==> config.mk <==
export PLATFORM = sky130hd
export DESIGN_NAME = mrbuf_top
export DESIGN_NICKNAME = d
export VERILOG_FILES = /design/src/rtl/mrbuf_pkg.sv /design/src/rtl/mrbuf_order.sv /design/src/rtl/mrbuf_fifo.sv /design/src/rtl/mrbuf_top.sv
export SDC_FILE = /design/constraint.sdc
export NUM_CORES = 1
export LEC_CHECK = 0
export ABC_AREA = 1
export BUFFER_PORTS_ARGS = -buffer_cell sky130_fd_sc_hd__buf_4
export CAP_MARGIN = 20
export CORE_MARGIN = 5
export CORE_UTILIZATION = 40
export CTS_BUF_LIST = sky130_fd_sc_hd__clkbuf_8
export DETAILED_ROUTE_END_ITERATION = 16
export PLACE_DENSITY_LB_ADDON = 0.08
export SYNTH_ARGS = -nofsm -noshare
export SYNTH_HDL_FRONTEND = slang
export SYNTH_SLANG_ARGS = --single-unit
==> constraint.sdc <==
create_clock -name aclk -period 3.8 [get_ports aclk]
set_input_delay 0.76 -clock aclk [delete_from_list [all_inputs] [get_ports aclk]]
set_output_delay 0.76 -clock aclk [all_outputs]
set_load 0.02 [all_outputs]
==> src/rtl/mrbuf_pkg.sv <==
package mrbuf_pkg;
  // ----------------------------------------
  // register map
  // ----------------------------------------
  localparam logic [7:0] MRBUF_ADDR_DATA = 8'h00;
  localparam logic [7:0] MRBUF_ADDR_CTRL = 8'h04;
  localparam logic [7:0] MRBUF_ADDR_IRQ_STATUS = 8'h08;
  localparam logic [7:0] MRBUF_ADDR_IRQ_MASK = 8'h0c;
  localparam logic [7:0] MRBUF_ADDR_LEVEL = 8'h10;
  // ----------------------------------------
  // data word fields
  // ----------------------------------------
  localparam int MRBUF_FULL_BIT = 15;
  localparam int MRBUF_EMPTY_BIT = 14;
  localparam int MRBUF_TAG_BIT = 12;
  localparam int MRBUF_RESULT_W = 12;
  localparam int MRBUF_DEPTH = 64;
  // ----------------------------------------
  // control and interrupt fields
  // ----------------------------------------
  localparam int MRBUF_CTRL_ENABLE_BIT = 0;
  localparam logic [31:0] MRBUF_CTRL_RESET = 32'h0000_0000;
  localparam int MRBUF_IRQ_W = 3;
  localparam int MRBUF_IRQ_NOT_EMPTY = 0;
  localparam int MRBUF_IRQ_FULL = 1;
  localparam int MRBUF_IRQ_OVERFLOW = 2;
  localparam logic [1:0] MRBUF_RESP_OKAY = 2'h0;
  localparam logic [1:0] MRBUF_RESP_SLVERR = 2'h2;
  // ----------------------------------------
  // measurement sources
  // ----------------------------------------
  typedef enum logic [1:0] {
    MRBUF_SRC_BATTERY = 2'h0,
    MRBUF_SRC_FIRST_AUX = 2'h1,
    MRBUF_SRC_SECOND_AUX = 2'h2,
    MRBUF_SRC_TEMP = 2'h3
  } mrbuf_src_e;
  typedef enum logic [3:0] {
    MRBUF_ST_IDLE = 4'h1,
    MRBUF_ST_BATTERY = 4'h2,
    MRBUF_ST_AUX = 4'h4,
    MRBUF_ST_LAST = 4'h8
  } mrbuf_state_e;
endpackage : mrbuf_pkg

==> src/rtl/mrbuf_order.sv <==
`timescale 1ns/1ns
// ----------------------------------------
// scan order tracker: flags results that arrive out of the documented order
// ----------------------------------------
module mrbuf_order
  import mrbuf_pkg::*;
(
  // clock and reset
  input wire logic aclk,
  input wire logic aresetn,
  // conversion stream
  input wire logic conv_valid,
  input wire mrbuf_src_e conv_src,
  input wire logic scan_start,
  input wire logic port_scan,
  // check
  output logic order_ok
);
  import mrbuf_pkg::*;

  function automatic logic [1:0] mrbuf_rank(input mrbuf_src_e src, input logic port);
    if (port)
      mrbuf_rank = (src == MRBUF_SRC_BATTERY) ? 2'h0 : (src == MRBUF_SRC_FIRST_AUX) ? 2'h1 : 2'h2;
    else
      mrbuf_rank = (src == MRBUF_SRC_FIRST_AUX) ? 2'h0 : (src == MRBUF_SRC_SECOND_AUX) ? 2'h1
                 : 2'h2;
  endfunction : mrbuf_rank

  logic [2:0] next_rank;

  // the sequencer owns the order; this only reports whether it is monotonic
  always_ff @(posedge aclk)
  begin
    if (!aresetn)
      next_rank <= 3'h0;
    else if (scan_start)
      next_rank <= 3'h0;
    else if (conv_valid)
      next_rank <= {1'b0, mrbuf_rank(conv_src, port_scan)} + 3'h1;
  end

  always_comb
  begin
    order_ok = !conv_valid || ({1'b0, mrbuf_rank(conv_src, port_scan)} >= next_rank);
  end
endmodule : mrbuf_order

==> src/rtl/mrbuf_fifo.sv <==
`timescale 1ns/1ns
// ----------------------------------------
// result storage
// ----------------------------------------
module mrbuf_fifo #(
  parameter int WIDTH = 13,
  parameter int DEPTH = 64
) (
  // clock and reset
  input wire logic aclk,
  input wire logic aresetn,
  // write side
  input wire logic wr_en,
  input wire logic [WIDTH-1:0] wr_data,
  // read side
  input wire logic rd_en,
  output logic [WIDTH-1:0] rd_data,
  // status
  output logic [$clog2(DEPTH):0] level
);
  localparam int AW = $clog2(DEPTH);
  logic [WIDTH-1:0] mem [DEPTH];
  logic [AW-1:0] wr_ptr;
  logic [AW-1:0] rd_ptr;
  logic do_wr;
  logic do_rd;

  assign do_rd = rd_en && (level != '0);
  assign do_wr = wr_en && (level != (AW+1)'(DEPTH));
  assign rd_data = mem[rd_ptr];

  always_ff @(posedge aclk)
  begin
    if (do_wr)
      mem[wr_ptr] <= wr_data;
  end

  always_ff @(posedge aclk)
  begin
    if (!aresetn)
    begin
      wr_ptr <= '0;
      rd_ptr <= '0;
      level <= '0;
    end
    else
    begin
      if (do_wr)
        wr_ptr <= wr_ptr + AW'(1);
      if (do_rd)
        rd_ptr <= rd_ptr + AW'(1);
      level <= level + (AW+1)'(do_wr) - (AW+1)'(do_rd);
    end
  end
endmodule : mrbuf_fifo

==> src/rtl/mrbuf_top.sv <==
`timescale 1ns/1ns
module mrbuf_top
  import mrbuf_pkg::*;
#(
  parameter int DEPTH = MRBUF_DEPTH
) (
  // clock and reset
  input wire logic aclk,
  input wire logic aresetn,
  // conversion sequencer
  input wire logic conv_valid,
  input wire logic [MRBUF_RESULT_W-1:0] conv_result,
  input wire mrbuf_src_e conv_src,
  input wire logic scan_start,
  input wire logic port_scan,
  // per-channel path when buffer mode is off
  output logic direct_valid,
  output logic [MRBUF_RESULT_W-1:0] direct_result,
  output mrbuf_src_e direct_src,
  // axi4-lite write address
  input wire logic [7:0] s_axi_awaddr,
  input wire logic [2:0] s_axi_awprot,
  input wire logic s_axi_awvalid,
  output logic s_axi_awready,
  // axi4-lite write data
  input wire logic [31:0] s_axi_wdata,
  input wire logic [3:0] s_axi_wstrb,
  input wire logic s_axi_wvalid,
  output logic s_axi_wready,
  // axi4-lite write response
  output logic [1:0] s_axi_bresp,
  output logic s_axi_bvalid,
  input wire logic s_axi_bready,
  // axi4-lite read address
  input wire logic [7:0] s_axi_araddr,
  input wire logic [2:0] s_axi_arprot,
  input wire logic s_axi_arvalid,
  output logic s_axi_arready,
  // axi4-lite read data
  output logic [31:0] s_axi_rdata,
  output logic [1:0] s_axi_rresp,
  output logic s_axi_rvalid,
  input wire logic s_axi_rready,
  // interrupt and order error
  output logic irq,
  output logic order_err
);
  import mrbuf_pkg::*;

  localparam int LW = $clog2(DEPTH) + 1;

  function automatic logic mrbuf_is_reg(input logic [7:0] a);
    mrbuf_is_reg = (a == MRBUF_ADDR_DATA) || (a == MRBUF_ADDR_CTRL) ||
                   (a == MRBUF_ADDR_IRQ_STATUS) || (a == MRBUF_ADDR_IRQ_MASK) ||
                   (a == MRBUF_ADDR_LEVEL);
  endfunction : mrbuf_is_reg

  // ----------------------------------------
  // registers
  // ----------------------------------------
  logic buffer_mode;
  logic [MRBUF_IRQ_W-1:0] irq_status;
  logic [MRBUF_IRQ_W-1:0] irq_mask;
  logic [7:0] aw_addr;
  logic aw_held;
  logic [31:0] w_data;
  logic [3:0] w_strb;
  logic w_held;
  logic wr_fire;
  logic rd_fire;
  logic pop;
  logic push;
  logic order_ok;
  logic [MRBUF_RESULT_W:0] fifo_rd;
  logic [LW-1:0] level;
  logic [MRBUF_IRQ_W-1:0] irq_events;
  logic [MRBUF_IRQ_W-1:0] irq_clear;
  logic [15:0] data_word;
  logic [31:0] next_rdata;
  logic [1:0] next_rresp;

  // ----------------------------------------
  // storage
  // ----------------------------------------
  assign push = conv_valid && buffer_mode;
  assign pop = rd_fire && (s_axi_araddr == MRBUF_ADDR_DATA) && (level != '0);

  mrbuf_fifo #(
    .WIDTH(MRBUF_RESULT_W + 1),
    .DEPTH(DEPTH)
  ) u_fifo (
    .aclk(aclk),
    .aresetn(aresetn),
    .wr_en(push),
    .wr_data({(conv_src == MRBUF_SRC_FIRST_AUX) || (conv_src == MRBUF_SRC_TEMP), conv_result}),
    .rd_en(pop),
    .rd_data(fifo_rd),
    .level(level)
  );

  mrbuf_order u_order (
    .aclk(aclk),
    .aresetn(aresetn),
    .conv_valid(conv_valid),
    .conv_src(conv_src),
    .scan_start(scan_start),
    .port_scan(port_scan),
    .order_ok(order_ok)
  );

  // ----------------------------------------
  // data word
  // ----------------------------------------
  // empty flag reflects state after this read, so the last pop already shows empty
  // full flag shows the state before the pop, so reading a full buffer still says full
  always_comb
  begin
    data_word = 16'h0000;
    data_word[MRBUF_FULL_BIT] = (level == LW'(DEPTH));
    data_word[MRBUF_EMPTY_BIT] = (level <= LW'(1));
    if (level != '0)
    begin
      data_word[MRBUF_TAG_BIT] = fifo_rd[MRBUF_RESULT_W];
      data_word[MRBUF_RESULT_W-1:0] = fifo_rd[MRBUF_RESULT_W-1:0];
    end
  end

  // ----------------------------------------
  // direct path
  // ----------------------------------------
  always_ff @(posedge aclk)
  begin
    if (!aresetn)
    begin
      direct_valid <= 1'b0;
      direct_result <= '0;
      direct_src <= MRBUF_SRC_BATTERY;
    end
    else
    begin
      direct_valid <= conv_valid && !buffer_mode;
      if (conv_valid)
      begin
        direct_result <= conv_result;
        direct_src <= conv_src;
      end
    end
  end

  // ----------------------------------------
  // axi4-lite write
  // ----------------------------------------
  assign wr_fire = aw_held && w_held && !s_axi_bvalid;

  always_ff @(posedge aclk)
  begin
    if (!aresetn)
    begin
      aw_held <= 1'b0;
      w_held <= 1'b0;
      aw_addr <= 8'h00;
      w_data <= 32'h0000_0000;
      w_strb <= 4'h0;
      s_axi_awready <= 1'b0;
      s_axi_wready <= 1'b0;
      s_axi_bvalid <= 1'b0;
      s_axi_bresp <= MRBUF_RESP_OKAY;
    end
    else
    begin
      s_axi_awready <= !aw_held && !s_axi_awready && s_axi_awvalid;
      s_axi_wready <= !w_held && !s_axi_wready && s_axi_wvalid;
      if (s_axi_awvalid && s_axi_awready)
      begin
        aw_held <= 1'b1;
        aw_addr <= s_axi_awaddr;
      end
      if (s_axi_wvalid && s_axi_wready)
      begin
        w_held <= 1'b1;
        w_data <= s_axi_wdata;
        w_strb <= s_axi_wstrb;
      end
      if (wr_fire)
      begin
        aw_held <= 1'b0;
        w_held <= 1'b0;
        s_axi_bvalid <= 1'b1;
        // data word is read-only: writes to it are refused
        s_axi_bresp <= (mrbuf_is_reg(aw_addr) && aw_addr != MRBUF_ADDR_DATA &&
                        aw_addr != MRBUF_ADDR_LEVEL) ? MRBUF_RESP_OKAY : MRBUF_RESP_SLVERR;
      end
      else if (s_axi_bready)
        s_axi_bvalid <= 1'b0;
    end
  end

  always_ff @(posedge aclk)
  begin
    if (!aresetn)
    begin
      buffer_mode <= MRBUF_CTRL_RESET[MRBUF_CTRL_ENABLE_BIT];
      irq_mask <= '0;
    end
    else if (wr_fire && w_strb[0])
    begin
      if (aw_addr == MRBUF_ADDR_CTRL)
        buffer_mode <= w_data[MRBUF_CTRL_ENABLE_BIT];
      if (aw_addr == MRBUF_ADDR_IRQ_MASK)
        irq_mask <= w_data[MRBUF_IRQ_W-1:0];
    end
  end

  // ----------------------------------------
  // interrupts
  // ----------------------------------------
  // events follow what the storage really did, so a dropped result never counts as stored
  always_comb
  begin
    irq_events = '0;
    irq_events[MRBUF_IRQ_NOT_EMPTY] = push && (level != LW'(DEPTH));
    irq_events[MRBUF_IRQ_FULL] = push && !pop && (level == LW'(DEPTH - 1));
    irq_events[MRBUF_IRQ_OVERFLOW] = push && (level == LW'(DEPTH));
  end
  assign irq_clear = (wr_fire && w_strb[0] && aw_addr == MRBUF_ADDR_IRQ_STATUS) ?
                     w_data[MRBUF_IRQ_W-1:0] : '0;

  // set wins over a same-cycle clear
  always_ff @(posedge aclk)
  begin
    if (!aresetn)
      irq_status <= '0;
    else
      irq_status <= (irq_status & ~irq_clear) | irq_events;
  end

  always_ff @(posedge aclk)
  begin
    if (!aresetn)
    begin
      irq <= 1'b0;
      order_err <= 1'b0;
    end
    else
    begin
      irq <= |(irq_status & irq_mask);
      order_err <= push && !order_ok;
    end
  end

  // ----------------------------------------
  // axi4-lite read
  // ----------------------------------------
  assign rd_fire = s_axi_arvalid && s_axi_arready;

  always_comb
  begin
    next_rdata = 32'h0000_0000;
    next_rresp = MRBUF_RESP_OKAY;
    case (s_axi_araddr)
      MRBUF_ADDR_DATA: next_rdata[15:0] = data_word;
      MRBUF_ADDR_CTRL: next_rdata[MRBUF_CTRL_ENABLE_BIT] = buffer_mode;
      MRBUF_ADDR_IRQ_STATUS: next_rdata[MRBUF_IRQ_W-1:0] = irq_status;
      MRBUF_ADDR_IRQ_MASK: next_rdata[MRBUF_IRQ_W-1:0] = irq_mask;
      MRBUF_ADDR_LEVEL: next_rdata[LW-1:0] = level;
      default: next_rresp = MRBUF_RESP_SLVERR;
    endcase
  end

  always_ff @(posedge aclk)
  begin
    if (!aresetn)
    begin
      s_axi_arready <= 1'b0;
      s_axi_rvalid <= 1'b0;
      s_axi_rdata <= 32'h0000_0000;
      s_axi_rresp <= MRBUF_RESP_OKAY;
    end
    else
    begin
      // read data is captured with the handshake, so a pop never alters a word in flight
      s_axi_arready <= !s_axi_arready && !s_axi_rvalid && s_axi_arvalid;
      if (rd_fire)
      begin
        s_axi_rvalid <= 1'b1;
        s_axi_rdata <= next_rdata;
        s_axi_rresp <= next_rresp;
      end
      else if (s_axi_rready)
        s_axi_rvalid <= 1'b0;
    end
  end
endmodule : mrbuf_top

==> results.py <==
metrics = {
    "status": {
        "outcome": "finished clean",
    },
    "final_layout": {
        "layout_commonest_cell": "edfxtp_1",
        "syn2layout_area_growth_pct": 12.8,
        "final_cell_mix": "edfxtp_1, nand2_1, nand3_1",
        "final_nets": 3492,
        "fill_cells": 8734,
        "drive_gt1_frac": 0.119,
    },
    "detailed_routing": {
        "viasPerCell": 5.26,
        "wl_per_cell_um": 22.6,
        "vias": 25100,
        "first_iter_violations": 2237,
        "firstDrtPassIters": 5,
        "drc": 0,
        "wl_mm": 108,
        "ant_nets": 0,
    },
    "pwr": {
        "power.density_nw_per_um2": 455,
        "ir_drop_v": 0.000256,
        "p_leak_nw": 15.2,
    },
    "global_route": {
        "antenna_found_initial": 2,
        "grt_max_degree": 149,
        "grt_overflow_total": 0,
        "grt_pass1_vias": 24900,
        "track_usage": 0.214,
        "grt_pass1_wl_mm": 161,
    },
    "clock_tree": {
        "clkLatencyLatePin_ps": 810,
        "hold_buffers": 0,
        "clockBufferDepth": 3,
        "htreeDepth": 4,
        "cts_tree": "done",
        "post_cts_buffers": 0,
        "path_clk_slew_ps": 60,
        "cts_made_buffers": 154,
        "clock-root-buffer": "clkbuf_8",
        "clock-sinks": 920,
        "cts-resized-gates": 0,
    },
    "synth": {
        "ys_warn_count": 0,
        "postSynthAreaPerCell_um2": 11.7,
        "synth-seq-cells": 920,
        "synth_edf_count": 832,
        "synth_top_family_by_area": "simple AND/OR/NAND/NOR gates",
        "muxShareOfSynthArea": 0,
        "synth-compound-area-share": 0.0741,
        "syn-instance-count": 3221,
        "synth_ff_type": "edfxtp_1",
        "async_flop_share": 0,
        "synth-seq-area-share": 0.712,
        "synth_cell_types": 44,
        "synth_fa_ha_area_frac": 0.00886,
        "synth-simple-area-share": 0.165,
        "yosys.area_share.xor_xnor": 0.000233,
        "syn_area_um2": 37600,
    },
    "critical_path": {
        "crit_path_start_kind": "flop",
        "r2r_slack_ps": 720,
        "crit_arrival_ps": 3730,
        "cp.required_ps": 4460,
        "worstSetupPathType": "flop to flop",
        "crit_slowest_cell": "fa_1",
        "critPathCaptureType": "flop",
        "slowest_delay_ps": 440,
        "worst_path_most_repeated_cell": "nor2_1",
        "path_cells": "inv_1 > ha_1 > nand2_1 > nor2_1 > a21oi_2 > nand2_2 > inv_1 > ha_1 > inv_1 > ha_1 > fa_1 > a21oi_1 > nor2_1 > nor2_1 > nor2_1 > nor2_1 > o21bai_1 > o21ai_0 > a21oi_1",
        "critPathMaxFanout": 5,
    },
    "floorplanning": {
        "die_height_um": 317,
        "die_area_um2": 100000,
        "ioPinCount": 140,
        "core_um2": 93300,
        "initial_core_util": 0.403,
        "die_x_um": 317,
        "core.rowCount": 112,
    },
    "sta": {
        "skew_ps": 39.6,
        "fin_tns_setup_ps": 0,
        "fmax_mhz": 325,
        "setup_slack_ps": 723,
        "setup_violations": 0,
        "hold_viol": 0,
        "period_share": 0.810,
        "drv_slew": 0,
        "period_needed_ps": 3080,
        "relSlewSlack": 0.325,
        "rsz0062_at_grt": "false",
        "max_slew.worst_pin.slew_ps": 1010,
    },
    "worst_hold_path": {
        "hold_path_class": "input port to flop",
    },
    "placed_design": {
        "gp_congestion": 0.882,
        "place_ws_ps": 382,
        "dp_hpwl_mm": 60.6,
        "portBuffers": 82,
    },
    "job": {
        "max_cap_viol_count": 0,
    },
}
layer usage:
metal / global-route usage / vias to the layer above / wire length (um)
met5: 0 / - / 0
met4: 0.0667 / 0 / 3040
li1: - / 11700 / -
met1: 0.308 / 12500 / 49400
met2: 0.336 / 623 / 50200
met3: 0.0352 / 166 / 5080
registers in the layout, indices dropped and copies added, names as in the netlist, 2 cells and up, named ones only:
signal	count
irq_status	3
u_fifo.mem	832
s_axi_rdata	15
w_data	3
direct_result	12
u_order.next_rank	3
aw_addr	8
u_fifo.wr_ptr	6
direct_src	2
u_fifo.level	7
u_fifo.rd_ptr	6
irq_mask	3
cells in the mapped netlist (2+ instances only):
| library cell | n | share of area |
|---|---|---|
| buf_4 | 29 | 0.0058 |
| edfxtp_1 | 832 | 0.66 |
| a31oi_1 | 2 | 0.00033 |
| ha_1 | 25 | 0.0083 |
| buf_1 | 7 | 0.00070 |
| inv_2 | 5 | 0.00050 |
| dfxtp_1 | 88 | 0.047 |
| o221ai_1 | 20 | 0.0047 |
| nor3_1 | 20 | 0.0027 |
| buf_12 | 2 | 0.0011 |
| o21ai_1 | 16 | 0.0021 |
| o21bai_1 | 2 | 0.00040 |
| clkbuf_1 | 72 | 0.0072 |
| buf_8 | 2 | 0.00080 |
| nand2_1 | 746 | 0.075 |
| nor4_2 | 2 | 0.00067 |
| buf_2 | 77 | 0.010 |
| a21oi_2 | 13 | 0.0030 |
| o211ai_1 | 21 | 0.0042 |
| inv_1 | 62 | 0.0062 |
| nand4_1 | 6 | 0.0010 |
| nor2_1 | 341 | 0.034 |
| buf_6 | 24 | 0.0072 |
| a21oi_1 | 171 | 0.023 |
| nand3_1 | 384 | 0.051 |
| o31ai_1 | 60 | 0.012 |
| o21ai_0 | 175 | 0.023 |
through the flow:
| stage | instances | power (mW) | area (um2) | hold slack, ps | utilization |
|---|---|---|---|---|---|
| 2_1_floorplan | 3239 | 11.4 | 37600 | 397 | - |
| 3_3_place_gp | 4482 | 11.6 | 39700 | 415 | 0.425 |
| 3_5_place_dp | 4482 | 11.7 | 39700 | 419 | 0.425 |
| 4_1_cts | 4762 | 19.6 | 42400 | 128 | 0.454 |
| 5_1_grt | 4763 | 20.1 | 42400 | 153 | 0.454 |
| 6_report | 4763 | 19.3 | 42400 | 214 | 0.454 |
worst paths after layout:
| path | from | end | cells past startpoint |
|---|---|---|---|
| max | u_fifo.level[2] | u_fifo.level[6] | 19 |
| min | s_axi_wvalid | s_axi_wready | 3 |
| max reg2reg | u_fifo.level[2] | u_fifo.level[6] | 19 |
| min reg2reg | w_held | s_axi_wready | 1 |
cell type report:
cell class                 count  area, um2  area share
antenna                        1       2.50   0.0000590
clock inverter               123        586      0.0138
tap                         1254       1570      0.0370
sequential                   920      26800       0.631
timing repair buffer         203       1650      0.0389
multi-input combinational   2037       9410       0.222
clock buffer                 157       2160      0.0510
inverter                      68        270     0.00637
cells by family (layout without fill, tap and decap cells):
family                   Yosys count  after routing
buffers and inverters            282            551
flip-flops                       920            920
AND/OR/NAND/NOR                 1505           1505
XOR/XNOR                           1              1
AO/OA/AOI/OAI                    486            486
adder cells (fa/ha/maj)           26             26
other                              1             20
power by group:
part	switching, mW	internal, mW	leakage [nW]
registers	0.0132	11.1	8.19
clock network	3.99	3.89	1.62
logic	0.305	0.0708	5.41
total	4.31	15.0	15.2
worst max-delay path: cells and delay by family, from the launching register on:
family / cells / cell delay, ps
AOI/OAI and AO/OA: 5 / 580
and+or+nand+nor: 7 / 690
buffers and inverters: 3 / 280
adders and majority gates: 4 / 1090
DFF: 1 / 330
Power figures use the tool's default switching activity.
